==> src/dmaevm_params.svh <==
// Register offsets, field layouts, reset values and channel numbers of the event map
`ifndef DMAEVM_PARAMS_SVH
`define DMAEVM_PARAMS_SVH

`define DMAEVM_NUM_CH         64
`define DMAEVM_OFF_LATCH_LO   4'h0
`define DMAEVM_OFF_LATCH_HI   4'h1
`define DMAEVM_OFF_ENABLE_LO  4'h2
`define DMAEVM_OFF_ENABLE_HI  4'h3
`define DMAEVM_OFF_SET_LO     4'h4
`define DMAEVM_OFF_SET_HI     4'h5
`define DMAEVM_OFF_CLR_LO     4'h6
`define DMAEVM_OFF_CLR_HI     4'h7
`define DMAEVM_OFF_IRQ_STAT   4'h8
`define DMAEVM_OFF_IRQ_MASK   4'h9
`define DMAEVM_OFF_VARIANT    4'ha
`define DMAEVM_ENABLE_RST     32'h0000_0000
`define DMAEVM_MASK_RST       4'h0
`define DMAEVM_IRQ_MISSED_LO  0
`define DMAEVM_IRQ_MISSED_HI  1
`define DMAEVM_IRQ_SUBMIT     2
`define DMAEVM_IRQ_CHAIN      3
`define DMAEVM_IRQ_W          4
`define DMAEVM_VAR_HOSTBUS    0
`define DMAEVM_VAR_DECODERS   1
`define DMAEVM_VAR_CELL       2
`define DMAEVM_CH_HOST        0
`define DMAEVM_CH_TIMER0      1
`define DMAEVM_CH_TIMER1      2
`define DMAEVM_CH_MEMA        3
`define DMAEVM_CH_PIN4        4
`define DMAEVM_CH_PIN0        8
`define DMAEVM_CH_SER0_TX     12
`define DMAEVM_CH_SER1_TX     14
`define DMAEVM_CH_SER2_TX     17
`define DMAEVM_CH_TIMER2      19
`define DMAEVM_CH_MEMB        20
`define DMAEVM_CH_VIT_RX      28
`define DMAEVM_CH_TURBO_RX    30
`define DMAEVM_CH_CELL_RX     32
`define DMAEVM_CH_CELL_TX     40
`define DMAEVM_CH_PIN8        48

`endif

==> src/dmaevm_pkg.sv <==
// Types shared by the event map
`default_nettype none
package dmaevm_pkg;
  // Hardware event sources, each one-cycle or level from on-chip logic
  typedef struct packed {
    logic        host_event;
    logic        host_from_hostbus;
    logic [2:0]  timer_event;
    logic        mem_if_a_refresh_event;
    logic        mem_if_b_refresh_event;
    logic [15:0] pin_event;
    logic        serial0_tx_event;
    logic        serial0_rx_event;
    logic        serial1_tx_event;
    logic        serial1_rx_event;
    logic        serial2_tx_event;
    logic        serial2_rx_event;
    logic        viterbi_rx_event;
    logic        viterbi_tx_event;
    logic        turbo_rx_event;
    logic        turbo_tx_event;
    logic        cell_rx_event;
    logic        cell_tx_event;
  } dmaevm_src_t;

  // Request handed to the transfer engine
  typedef struct packed {
    logic       valid;
    logic [5:0] channel;
  } dmaevm_req_t;
endpackage : dmaevm_pkg
`default_nettype wire

==> src/dmaevm_top.sv <==
// Event capture and fixed channel mapping front end of the DMA controller
// What this block does
// - Sixty-four channels, numbered 0 to 63
// - Event to channel mapping fixed in wiring
// - Events latch even while channel disabled
// - Priority comes from i_svc_prio, taken in the cycle the channel is picked
// - Channel 0 takes the host port event
// - Channels 3, 20 take memory refresh events
// - Pin events map to 4-11 and 48-55
// - Serial ports map to 12-15, 17-18
// - Decoder events map to channels 28-31
// - Cell interface events to channels 32, 40
// - Channels 1, 2, 19 take timer events; unlisted ones have no hardware source
// - Every channel also takes completion chaining
`include "dmaevm_params.svh"
`default_nettype none
module dmaevm_top #(
  parameter int NUM_CH = `DMAEVM_NUM_CH
) (
  input  wire logic                      i_clk,
  input  wire logic                      i_rstn,
  input  wire dmaevm_pkg::dmaevm_src_t   i_src,
  input  wire logic [NUM_CH-1:0]         i_chain_event,
  input  wire logic [NUM_CH-1:0]         i_chain_alt_event,
  input  wire logic [2:0]                i_variant_strap,
  input  wire logic                      i_svc_ready,
  input  wire logic [2:0]                i_svc_prio,
  input  wire logic                      i_svc_done,
  input  wire logic [5:0]                i_svc_done_ch,
  input  wire logic                      i_wb_cyc,
  input  wire logic                      i_wb_stb,
  input  wire logic                      i_wb_we,
  input  wire logic [5:0]                i_wb_adr,
  input  wire logic [31:0]               i_wb_dat,
  input  wire logic [3:0]                i_wb_sel,
  output logic [31:0]                    o_wb_dat,
  output logic                           o_wb_ack,
  output logic                           o_irq,
  output dmaevm_pkg::dmaevm_req_t        o_req,
  output logic [2:0]                     o_req_prio
);

  // Variant straps: bit set means the optional unit is present
  logic [2:0]        variant;
  logic              strap_taken;
  logic [NUM_CH-1:0] latch;
  logic [NUM_CH-1:0] enable;
  logic [`DMAEVM_IRQ_W-1:0] irq_stat;
  logic [`DMAEVM_IRQ_W-1:0] irq_mask;
  logic [NUM_CH-1:0] hw_event;
  logic [NUM_CH-1:0] all_event;
  logic [NUM_CH-1:0] pending;
  logic              has_pending;
  logic [5:0]        pick;
  logic              pick_fire;

  always_ff @(posedge i_clk or negedge i_rstn) begin
    if (!i_rstn) begin
      variant     <= 3'h0;
      strap_taken <= 1'b0;
    end else if (!strap_taken) begin
      variant     <= i_variant_strap;
      strap_taken <= 1'b1;
    end
  end

  // Pin events arrive from outside the clock's domain: two flops before any use.
  // The cost is two cycles of extra latency on channels 4-11 and 48-55 only.
  logic [15:0] pin_meta;
  logic [15:0] pin_sync;

  always_ff @(posedge i_clk or negedge i_rstn) begin
    if (!i_rstn) begin
      pin_meta <= 16'h0000;
      pin_sync <= 16'h0000;
    end else begin
      pin_meta <= i_src.pin_event;
      pin_sync <= pin_meta;
    end
  end

  wire host_ok  = variant[`DMAEVM_VAR_HOSTBUS];
  wire dec_ok   = variant[`DMAEVM_VAR_DECODERS];
  wire cell_ok  = variant[`DMAEVM_VAR_CELL];

  // Fixed wiring of every hardware source to its one channel
  always_comb begin
    hw_event = '0;
    hw_event[`DMAEVM_CH_HOST] = i_src.host_event &
                                (host_ok | ~i_src.host_from_hostbus);
    hw_event[`DMAEVM_CH_TIMER0] = i_src.timer_event[0];
    hw_event[`DMAEVM_CH_TIMER1] = i_src.timer_event[1];
    hw_event[`DMAEVM_CH_TIMER2] = i_src.timer_event[2];
    hw_event[`DMAEVM_CH_MEMA]   = i_src.mem_if_a_refresh_event;
    hw_event[`DMAEVM_CH_MEMB]   = i_src.mem_if_b_refresh_event;
    hw_event[`DMAEVM_CH_PIN4 +: 4] = pin_sync[7:4];
    hw_event[`DMAEVM_CH_PIN0 +: 4] = pin_sync[3:0];
    hw_event[`DMAEVM_CH_PIN8 +: 8] = pin_sync[15:8];
    hw_event[`DMAEVM_CH_SER0_TX]     = i_src.serial0_tx_event;
    hw_event[`DMAEVM_CH_SER0_TX + 1] = i_src.serial0_rx_event;
    hw_event[`DMAEVM_CH_SER1_TX]     = i_src.serial1_tx_event;
    hw_event[`DMAEVM_CH_SER1_TX + 1] = i_src.serial1_rx_event;
    hw_event[`DMAEVM_CH_SER2_TX]     = i_src.serial2_tx_event;
    hw_event[`DMAEVM_CH_SER2_TX + 1] = i_src.serial2_rx_event;
    hw_event[`DMAEVM_CH_VIT_RX]       = i_src.viterbi_rx_event & dec_ok;
    hw_event[`DMAEVM_CH_VIT_RX + 1]   = i_src.viterbi_tx_event & dec_ok;
    hw_event[`DMAEVM_CH_TURBO_RX]     = i_src.turbo_rx_event & dec_ok;
    hw_event[`DMAEVM_CH_TURBO_RX + 1] = i_src.turbo_tx_event & dec_ok;
    hw_event[`DMAEVM_CH_CELL_RX] = i_src.cell_rx_event & cell_ok;
    hw_event[`DMAEVM_CH_CELL_TX] = i_src.cell_tx_event & cell_ok;
  end

  assign all_event = hw_event | i_chain_event | i_chain_alt_event;

  // Bus decode
  wire        wb_hit   = i_wb_cyc & i_wb_stb & ~o_wb_ack;
  wire        wb_wr    = wb_hit & i_wb_we & (&i_wb_sel);
  wire [3:0]  wb_idx   = i_wb_adr[5:2];
  wire        wr_en_lo = wb_wr & (wb_idx == `DMAEVM_OFF_ENABLE_LO);
  wire        wr_en_hi = wb_wr & (wb_idx == `DMAEVM_OFF_ENABLE_HI);
  wire        wr_set_lo = wb_wr & (wb_idx == `DMAEVM_OFF_SET_LO);
  wire        wr_set_hi = wb_wr & (wb_idx == `DMAEVM_OFF_SET_HI);
  wire        wr_clr_lo = wb_wr & (wb_idx == `DMAEVM_OFF_CLR_LO);
  wire        wr_clr_hi = wb_wr & (wb_idx == `DMAEVM_OFF_CLR_HI);
  wire        wr_stat  = wb_wr & (wb_idx == `DMAEVM_OFF_IRQ_STAT);
  wire        wr_mask  = wb_wr & (wb_idx == `DMAEVM_OFF_IRQ_MASK);

  wire [NUM_CH-1:0] sw_set = {wr_set_hi ? i_wb_dat : 32'h0000_0000,
                              wr_set_lo ? i_wb_dat : 32'h0000_0000};
  wire [NUM_CH-1:0] sw_clr = {wr_clr_hi ? i_wb_dat : 32'h0000_0000,
                              wr_clr_lo ? i_wb_dat : 32'h0000_0000};

  // Service arbitration: lowest enabled pending channel is submitted
  assign pending     = latch & enable;
  assign has_pending = |pending;

  function automatic logic [5:0] lowest_set(input logic [NUM_CH-1:0] v);
    logic [5:0] r;
    r = 6'h00;
    for (int k = NUM_CH - 1; k >= 0; k--) begin
      if (v[k]) begin
        r = 6'(k);
      end
    end
    return r;
  endfunction : lowest_set

  assign pick      = lowest_set(pending);
  assign pick_fire = has_pending & i_svc_ready & ~o_req.valid;

  wire [NUM_CH-1:0] svc_clr = i_svc_done ? (NUM_CH'(1) << i_svc_done_ch) : '0;

  // New events win over any clear in the same cycle
  wire [NUM_CH-1:0] next_latch = (latch & ~(sw_clr | svc_clr)) | sw_set
                                 | all_event;

  // Event lost because its bit was already set
  wire miss_lo  = |(all_event[31:0] & latch[31:0]);
  wire miss_hi  = |(all_event[63:32] & latch[63:32]);
  wire chain_in = |(i_chain_event | i_chain_alt_event);
  wire [`DMAEVM_IRQ_W-1:0] irq_evt = {chain_in, pick_fire, miss_hi, miss_lo};
  wire [`DMAEVM_IRQ_W-1:0] wr_stat_bits = wr_stat ? i_wb_dat[`DMAEVM_IRQ_W-1:0] : '0;
  wire [`DMAEVM_IRQ_W-1:0] next_irq_stat = (irq_stat & ~wr_stat_bits) | irq_evt;

  always_ff @(posedge i_clk or negedge i_rstn) begin
    if (!i_rstn) begin
      latch <= '0;
    end else begin
      latch <= next_latch;
    end
  end

  always_ff @(posedge i_clk or negedge i_rstn) begin
    if (!i_rstn) begin
      enable   <= {`DMAEVM_ENABLE_RST, `DMAEVM_ENABLE_RST};
      irq_mask <= `DMAEVM_MASK_RST;
      irq_stat <= '0;
    end else begin
      if (wr_en_lo) enable[31:0]  <= i_wb_dat;
      if (wr_en_hi) enable[63:32] <= i_wb_dat;
      if (wr_mask) irq_mask <= i_wb_dat[`DMAEVM_IRQ_W-1:0];
      irq_stat <= next_irq_stat;
    end
  end

  // Request goes out with the priority sampled from i_svc_prio in the cycle it is picked
  always_ff @(posedge i_clk or negedge i_rstn) begin
    if (!i_rstn) begin
      o_req      <= '0;
      o_req_prio <= 3'h0;
    end else begin
      o_req.valid <= pick_fire;
      if (pick_fire) begin
        o_req.channel <= pick;
        o_req_prio    <= i_svc_prio;
      end
    end
  end

  // Read mux
  logic [31:0] rd_data;
  always_comb begin
    case (wb_idx)
      `DMAEVM_OFF_LATCH_LO:  rd_data = latch[31:0];
      `DMAEVM_OFF_LATCH_HI:  rd_data = latch[63:32];
      `DMAEVM_OFF_ENABLE_LO: rd_data = enable[31:0];
      `DMAEVM_OFF_ENABLE_HI: rd_data = enable[63:32];
      `DMAEVM_OFF_IRQ_STAT:  rd_data = {28'h000_0000, irq_stat};
      `DMAEVM_OFF_IRQ_MASK:  rd_data = {28'h000_0000, irq_mask};
      `DMAEVM_OFF_VARIANT:   rd_data = {29'h0000_0000, variant};
      default:               rd_data = 32'h0000_0000;
    endcase
  end

  always_ff @(posedge i_clk or negedge i_rstn) begin
    if (!i_rstn) begin
      o_wb_ack <= 1'b0;
      o_wb_dat <= 32'h0000_0000;
      o_irq    <= 1'b0;
    end else begin
      o_wb_ack <= wb_hit;
      o_wb_dat <= (wb_hit & ~i_wb_we) ? rd_data : 32'h0000_0000;
      o_irq    <= |(next_irq_stat & irq_mask);
    end
  end

endmodule : dmaevm_top
`default_nettype wire

==> config.mk <==
export PLATFORM = sky130hd
export DESIGN_NAME = dmaevm_top
export DESIGN_NICKNAME = d
export VERILOG_FILES = /design/src/dmaevm_pkg.sv /design/src/dmaevm_top.sv
export VERILOG_INCLUDE_DIRS = /design/src
export SDC_FILE = /design/constraint.sdc
export NUM_CORES = 1
export LEC_CHECK = 0
export BUFFER_PORTS_ARGS = -buffer_cell sky130_fd_sc_hd__buf_2
export CAP_MARGIN = 20
export CORE_MARGIN = 5
export CORE_UTILIZATION = 45
export DETAILED_ROUTE_END_ITERATION = 12
export GPL_ROUTABILITY_DRIVEN = 1
export GPL_TIMING_DRIVEN = 0
export PLACE_DENSITY = 0.74
export RECOVER_POWER = 50
export SLEW_MARGIN = 20
export SYNTH_ARGS = -nofsm -noshare
export SYNTH_HDL_FRONTEND = slang
export SYNTH_SLANG_ARGS = --single-unit
==> constraint.sdc <==
create_clock -name i_clk -period 2.58 [get_ports i_clk]
set_input_delay 0.258 -clock i_clk [delete_from_list [all_inputs] [get_ports i_clk]]
set_output_delay 0.258 -clock i_clk [all_outputs]
set_load 0.05 [all_outputs]
Word level (Yosys, flattened, before mapping)
Index checks and enable logic that the tools add are counted.
{"block": "word_totals", "regBits": 216, "input_bits": 224, "out_inout_bits": 44, "wordCells": 147}
{"block": "op_classes", "eq_ne": 10, "shift": 1, "n_mux": 72, "bitwise": 42, "reduce_logical": 7}
{"cell": "two-way mux 6 bit", "count": 64}
{"cell": "bitwise OR 64 bit", "count": 5}
{"cell": "case mux 32 bit (7 select lines)", "count": 1}
{"cell": "two-way mux 32 bit", "count": 5}
{"cell": "AND 64 bit", "count": 2}
{"cell": "OR reduction 64 bit", "count": 2}
{"cell": "AND 32 bit", "count": 2}
{"cell": "two-way mux 64 bit", "count": 1}
{"cell": "inverter 64 bit", "count": 1}
{"cell": "bitwise OR 56 x 64 -> 64 bit", "count": 1}
{"cell": "OR reduction 32 bit", "count": 2}
{"cell": "left shift 1 x 6 -> 64 bit (first input constant)", "count": 1}
{"cell": "AND 1 bit", "count": 22}
{"cell": "equality test 4 x 3 -> 1 bit (second input constant)", "count": 4}
{"cell": "equality test 4 bit (second input constant)", "count": 3}
{"cell": "AND 4 bit", "count": 2}
{"cell": "equality test 4 x 2 -> 1 bit (second input constant)", "count": 2}
{"cell": "equality test 4 x 1 -> 1 bit (second input constant)", "count": 1}
{"cell": "logical NOT 4 bit", "count": 1}
{"cell": "two-way mux 4 bit", "count": 1}
{"cell": "inverter 1 bit", "count": 4}
{"cell": "inverter 4 bit", "count": 1}
{"cell": "bitwise OR 4 bit", "count": 1}
{"cell": "AND reduction 4 bit", "count": 1}
{"cell": "2 further kinds", "count": 2}

Longest topological paths before layout
{"block": "depth", "word_depth": 65, "ltp_mapped": 9, "mapped_depth_nobuf": 8}

Worst setup path after synthesis
OpenSTA, ideal clock, no wires.
{"block": "synth_path", "kind": "register to register", "startpoint": "register o_wb_ack", "endpoint": "register o_irq", "setup_ns": 0.126, "arrival_time_ns": 2.096, "t_required_ns": 2.454, "slack_ns": 0.358, "stages_incl_launch_ff": 9, "n_path_buf": 0, "synth_period_minus_slack_ns": 2.222, "path_cell_list": "dfrtp_1 > nand3b_1 > inv_2 > nand4_1 > nor4_1 > nand2_1 > a21o_1 > a22o_1 > a221o_1"}
{"block": "synth_between", "elab_chain_cells": 11}
{"item": "start, declared", "line": "dmaevm_top.sv:37", "text": "output logic o_wb_ack,"}
{"item": "start signal, assigned", "line": "dmaevm_top.sv:221", "text": "o_wb_ack <= wb_hit;"}
{"item": "inverter 1 bit", "line": "dmaevm_top.sv:116", "text": "wire wb_hit = i_wb_cyc & i_wb_stb & ~o_wb_ack;"}
{"item": "AND 1 bit", "line": "dmaevm_top.sv:116"}
{"item": "net wb_hit", "line": "dmaevm_top.sv:116"}
{"item": "AND 1 bit (2 in series)", "line": "dmaevm_top.sv:117", "text": "wire wb_wr = wb_hit & i_wb_we & (&i_wb_sel);"}
{"item": "AND 1 bit", "line": "dmaevm_top.sv:125", "text": "wire wr_stat = wb_wr & (wb_idx == `DMAEVM_OFF_IRQ_STAT);"}
{"item": "two-way mux 4 bit", "line": "dmaevm_top.sv:162", "text": "wire [`DMAEVM_IRQ_W-1:0] wr_stat_bits = wr_stat ? i_wb_dat[`DMAEVM_IRQ_W-1:0] : '0;"}
{"item": "inverter 4 bit", "line": "dmaevm_top.sv:163", "text": "wire [`DMAEVM_IRQ_W-1:0] next_irq_stat = (irq_stat & ~wr_stat_bits) | irq_evt;"}
{"item": "AND 4 bit", "line": "dmaevm_top.sv:163"}
{"item": "bitwise OR 4 bit", "line": "dmaevm_top.sv:163"}
{"item": "net next_irq_stat[2]", "line": "dmaevm_top.sv:163"}
{"item": "AND 4 bit", "line": "dmaevm_top.sv:223", "text": "o_irq <= |(next_irq_stat & irq_mask);"}
{"item": "OR reduction 4 bit", "line": "dmaevm_top.sv:223"}
{"item": "end signal, assigned", "line": "dmaevm_top.sv:223"}
{"item": "end, declared", "line": "dmaevm_top.sv:38", "text": "output logic o_irq,"}
The timed path passes the listed nets, and every way through them passes these cells.
A chain may end at the register's enable or synchronous reset.

Final worst setup path
{"block": "layout_path", "startpoint": "register variant[1]", "endpoint": "register o_irq"}
{"block": "layout_between", "elab_chain_cells": 8, "word_cells_on_any_way": 11, "classes_between": "bitwise (9); reduce/logical (2)"}
{"item": "start, declared", "line": "dmaevm_top.sv:44", "text": "logic [2:0] variant;"}
{"item": "start signal, assigned", "line": "dmaevm_top.sv:62", "text": "variant <= i_variant_strap;"}
{"item": "AND 1 bit (on tied branches)"}
{"item": "bitwise OR 56 x 64 -> 64 bit *", "line": "dmaevm_top.sv:113", "text": "assign all_event = hw_event | i_chain_event | i_chain_alt_event;"}
{"item": "bitwise OR 64 bit *", "line": "dmaevm_top.sv:113"}
{"item": "AND 32 bit *", "line": "dmaevm_top.sv:158", "text": "wire miss_lo = |(all_event[31:0] & latch[31:0]);"}
{"item": "OR reduction 32 bit *", "line": "dmaevm_top.sv:158"}
{"item": "bitwise OR 4 bit *", "line": "dmaevm_top.sv:163"}
{"item": "net next_irq_stat[0]", "line": "dmaevm_top.sv:163"}
{"item": "AND 4 bit *", "line": "dmaevm_top.sv:223"}
{"item": "OR reduction 4 bit *", "line": "dmaevm_top.sv:223"}
The timed path passes the listed nets; every way through them passes the cells marked *.

==> results.json <==
{
  "fin_crit_ns": 2.77,
  "yosys.area.top_type": "dfrtp_1",
  "startpoint": "variant[1]",
  "vdd_drop_max_mv": 0.532,
  "violations": "max-capacitance violations, max-slew violations, negative setup slack",
  "grt_pass1_wl_mm": 75.2,
  "power_frac_seq_pct": 41.9,
  "hp-start": "i_chain_alt_event[30]",
  "max_freq_mhz": 361,
  "status": "finished, violations left",
  "fin_setup_tns_ns": -0.191,
  "fin_nets": 1691,
  "fin_crit_sh_pct": 107,
  "ioPinCount": 268,
  "rows": 57,
  "grt_pass1_vias": 11800,
  "synth_top_area_share_pct": 49.1,
  "cp-end-kind": "register",
  "final_area_sq_um": 14600,
  "wl_mm": 51.0,
  "rr_worst_depth": 7,
  "yosys_warnings": 0,
  "swShare_pct": 29.0,
  "critPathArrivalTime_ns": 3.19,
  "tightest_slew_ns": 1.72,
  "portBuffers": 263,
  "power_density_nw_per_um2": 585,
  "fin_worst_skew_ns": 0.0140,
  "wl_per_cell_microns": 28.1,
  "hold_slack_ns": 0.0205,
  "rsz0062_at_grt": "true",
  "cts.sinks": 216,
  "die_area_sq_um": 27700,
  "min_to": "latch[30]",
  "path_class": "reg2reg",
  "p_clk_share_pct": 41.8,
  "pwr-share-comb_pct": 16.4,
  "cp_max_fo": 6,
  "dr.pass1.iters": 8,
  "hold_violations": 0,
  "drive_above_1_share_pct": 28.6,
  "drv_cap": 1,
  "h-tree-depth": 1,
  "drt_iter0_markers": 1577,
  "clock_latency_ns": 0.54,
  "intPower_uw": 6080,
  "antenna_left": 0,
  "cp-start-kind": "register",
  "synth_edf_count": 0,
  "slew_headroom_pct": -14.7,
  "place_hpwl_mm": 38.5,
  "vias": 11900,
  "synthFlopType": "dfrtp_1",
  "die_x_microns": 166,
  "timing.rr.end": "o_irq",
  "gp_congestion": 1.01,
  "finalSetupViolCount": 1,
  "fin_util_pct": 60.3,
  "antenna_found_initial": 3,
  "die_h_microns": 166,
  "synth-seq-cells": 216,
  "initial_core_util_pct": 45.4,
  "cts_buffers": 25,
  "cts-root-buf": "clkbuf_16",
  "p_leak_uw": 0.00648,
  "synth_cell_types": 58,
  "synth_area_leaders": "dfrtp_1 49%, mux2_2 7.0%, a22oi_1 5.7%, nand2_1 4.4%, o21ai_0 4.2%",
  "fillers": 2135,
  "setup_ws_ns": -0.191,
  "syn-num-nets": 1308,
  "via_per_inst": 6.56,
  "clockBufferDepth": 3,
  "core-area_sq_um": 24200,
  "dpl-instance-area_sq_um": 12800,
  "hold_depth": 3,
  "worstHoldPathType": "in2reg",
  "finalPower_uw": 8550,
  "track_usage_pct": 35.7,
  "grt_overflow": 0,
  "regToRegStartpoint": "variant[1]",
  "synth.avg_cell_area_sq_um": 10.2,
  "required_ns": 3.00,
  "grt_max_degree": 78,
  "path_clk_slew_ns": 0.06,
  "area_growth_syn_to_layout_pct": 32.7,
  "slew_viol_final": 70,
  "switchingPower_uw": 2480,
  "seq_area_frac_synth_pct": 49.1,
  "cts_tree": "yes",
  "synthesis.area_sq_um": 11000,
  "route.detailed.drc": 0,
  "synthArstFlopShare_pct": 100,
  "synthCells": 1084,
  "rrSetupSlack_ns": -0.19
}
-- metrics by stage --
step / setup slack, ns / instances
after floorplan: 0.358 / 1084
after global placement: -2.54 / 1671
after detailed placement: -0.704 / 1673
after CTS: 0.00693 / 1806
after global routing: -0.103 / 1812
final: -0.191 / 1812
-- worst max path at each step --
| stage | endpoint | cells after the start |
|---|---|---|
| floorplan | o_irq | 8 |
| global placement | latch[21] | 1 |
| detailed placement | o_irq | 7 |
| CTS | o_req[0] | 6 |
| global route | o_irq | 7 |
| finish | o_irq | 7 |
-- final cells by class --
class                           instances  area, sq um  share of cell area, %
Timing Repair Buffer                  356         2240                   15.3
Inverter                               12         47.5                  0.325
Multi-Input combinational cell        813         5520                   37.8
Sequential cell                       216         5410                   37.0
Clock buffer                           37          741                   5.07
Clock inverter                          9         81.3                  0.556
Tap cell                              324          405                   2.77
Buffer                                 43          173                   1.18
Antenna cell                            2         5.00                 0.0342
-- cells in the mapped netlist (9+ instances only) --
cell        n
nor4_1     39
a211oi_1   38
a22oi_2    13
buf_1       9
a21oi_1    68
a22oi_1    83
a211o_1    25
inv_1       9
mux2_2     68
or3_1      22
nor2_1     17
nand2b_1   10
nand4_1    31
clkbuf_1   33
o21ai_0    93
o211ai_1   22
dfrtp_1   216
nor3_1     14
nand3_1    19
nor2b_1    12
nand2_1   130
a21o_1     33
-- critical path, stage by stage (launching register included) --
cell,delay [ns]
dfrtp_1,0.56
a211oi_2,0.46
nor2b_1,0.10
a21oi_1,0.36
nand4_1,0.24
nor3_1,0.33
nand3_1,0.20
a221o_1,0.39
-- sequential cells by signal, summed over array words and instances (netlist names) --
register,count
enable,64
irq_mask,4
irq_stat,4
latch,64
o_irq,1
o_req,7
o_req_prio,3
o_wb_ack,1
o_wb_dat,32
pin_meta,16
pin_sync,16
strap_taken,1
variant,3
-- placed cells by master, fill, tap and decap left out, types with 4 or more instances in the layout --
cell,netlist,layout
a211o_1,25,25
a211oi_1,38,36
a21o_1,33,33
a21oi_1,68,68
a221oi_1,5,4
a222oi_1,5,5
a22o_1,5,5
a22oi_1,83,75
a22oi_2,13,21
a31oi_1,7,7
a32o_1,7,7
a32oi_1,5,5
buf_1,9,9
buf_2,1,263
buf_4,0,4
clkbuf_1,33,30
clkbuf_16,0,25
clkbuf_2,0,9
clkbuf_8,0,7
clkinv_2,0,4
dfrtp_1,216,216
dlygate4sd3_1,0,87
inv_1,9,10
mux2_2,68,68
nand2_1,130,130
nand2b_1,10,10
nand3_1,19,19
nand4_1,31,31
nor2_1,17,17
nor2b_1,12,12
nor3_1,14,13
nor4_1,39,37
o211ai_1,22,22
o21ai_0,93,93
or3_1,22,22
-- routing by layer --
layer / part of all wire [%] / track usage [%] / up-vias
li1: - / - / 5031
met1: 38 / 47.5 / 5781
met2: 45 / 54.5 / 890
met3: 12 / 9.05 / 180
met4: 6.1 / 17.7 / 2
met5: 0.018 / 0 / -
-- power groups by stage --
| stage | Sequential (uW) | Combinational (uW) | Clock (uW) |
|---|---|---|---|
| 2_1_floorplan | 3890 | 384 | 0 |
| 3_3_place_gp | 3640 | 1230 | 0 |
| 3_5_place_dp | 3640 | 1250 | 0 |
| 4_1_cts | 3580 | 1370 | 3600 |
| 5_1_grt | 3600 | 1480 | 3750 |
| 6_report | 3580 | 1400 | 3570 |
-- cell families after synthesis --
logic type      synth area share [%]
simple gates                    14.3
compound gates                  27.3
other cells                   0.0340
buf+inv                         1.91
flops                           49.1
mux                             7.44
-- what timing repair did --
item	4_1_cts	5_1_grt
setup buffers	0	4
resized for setup	19	13
pin swaps	0	2
endpoints found under the hold margin	122	0
cloned	0	0
endpoints found under the setup margin	32	40
hold buffers	87	0
No activity file was read; power rests on OpenSTA's default activity.
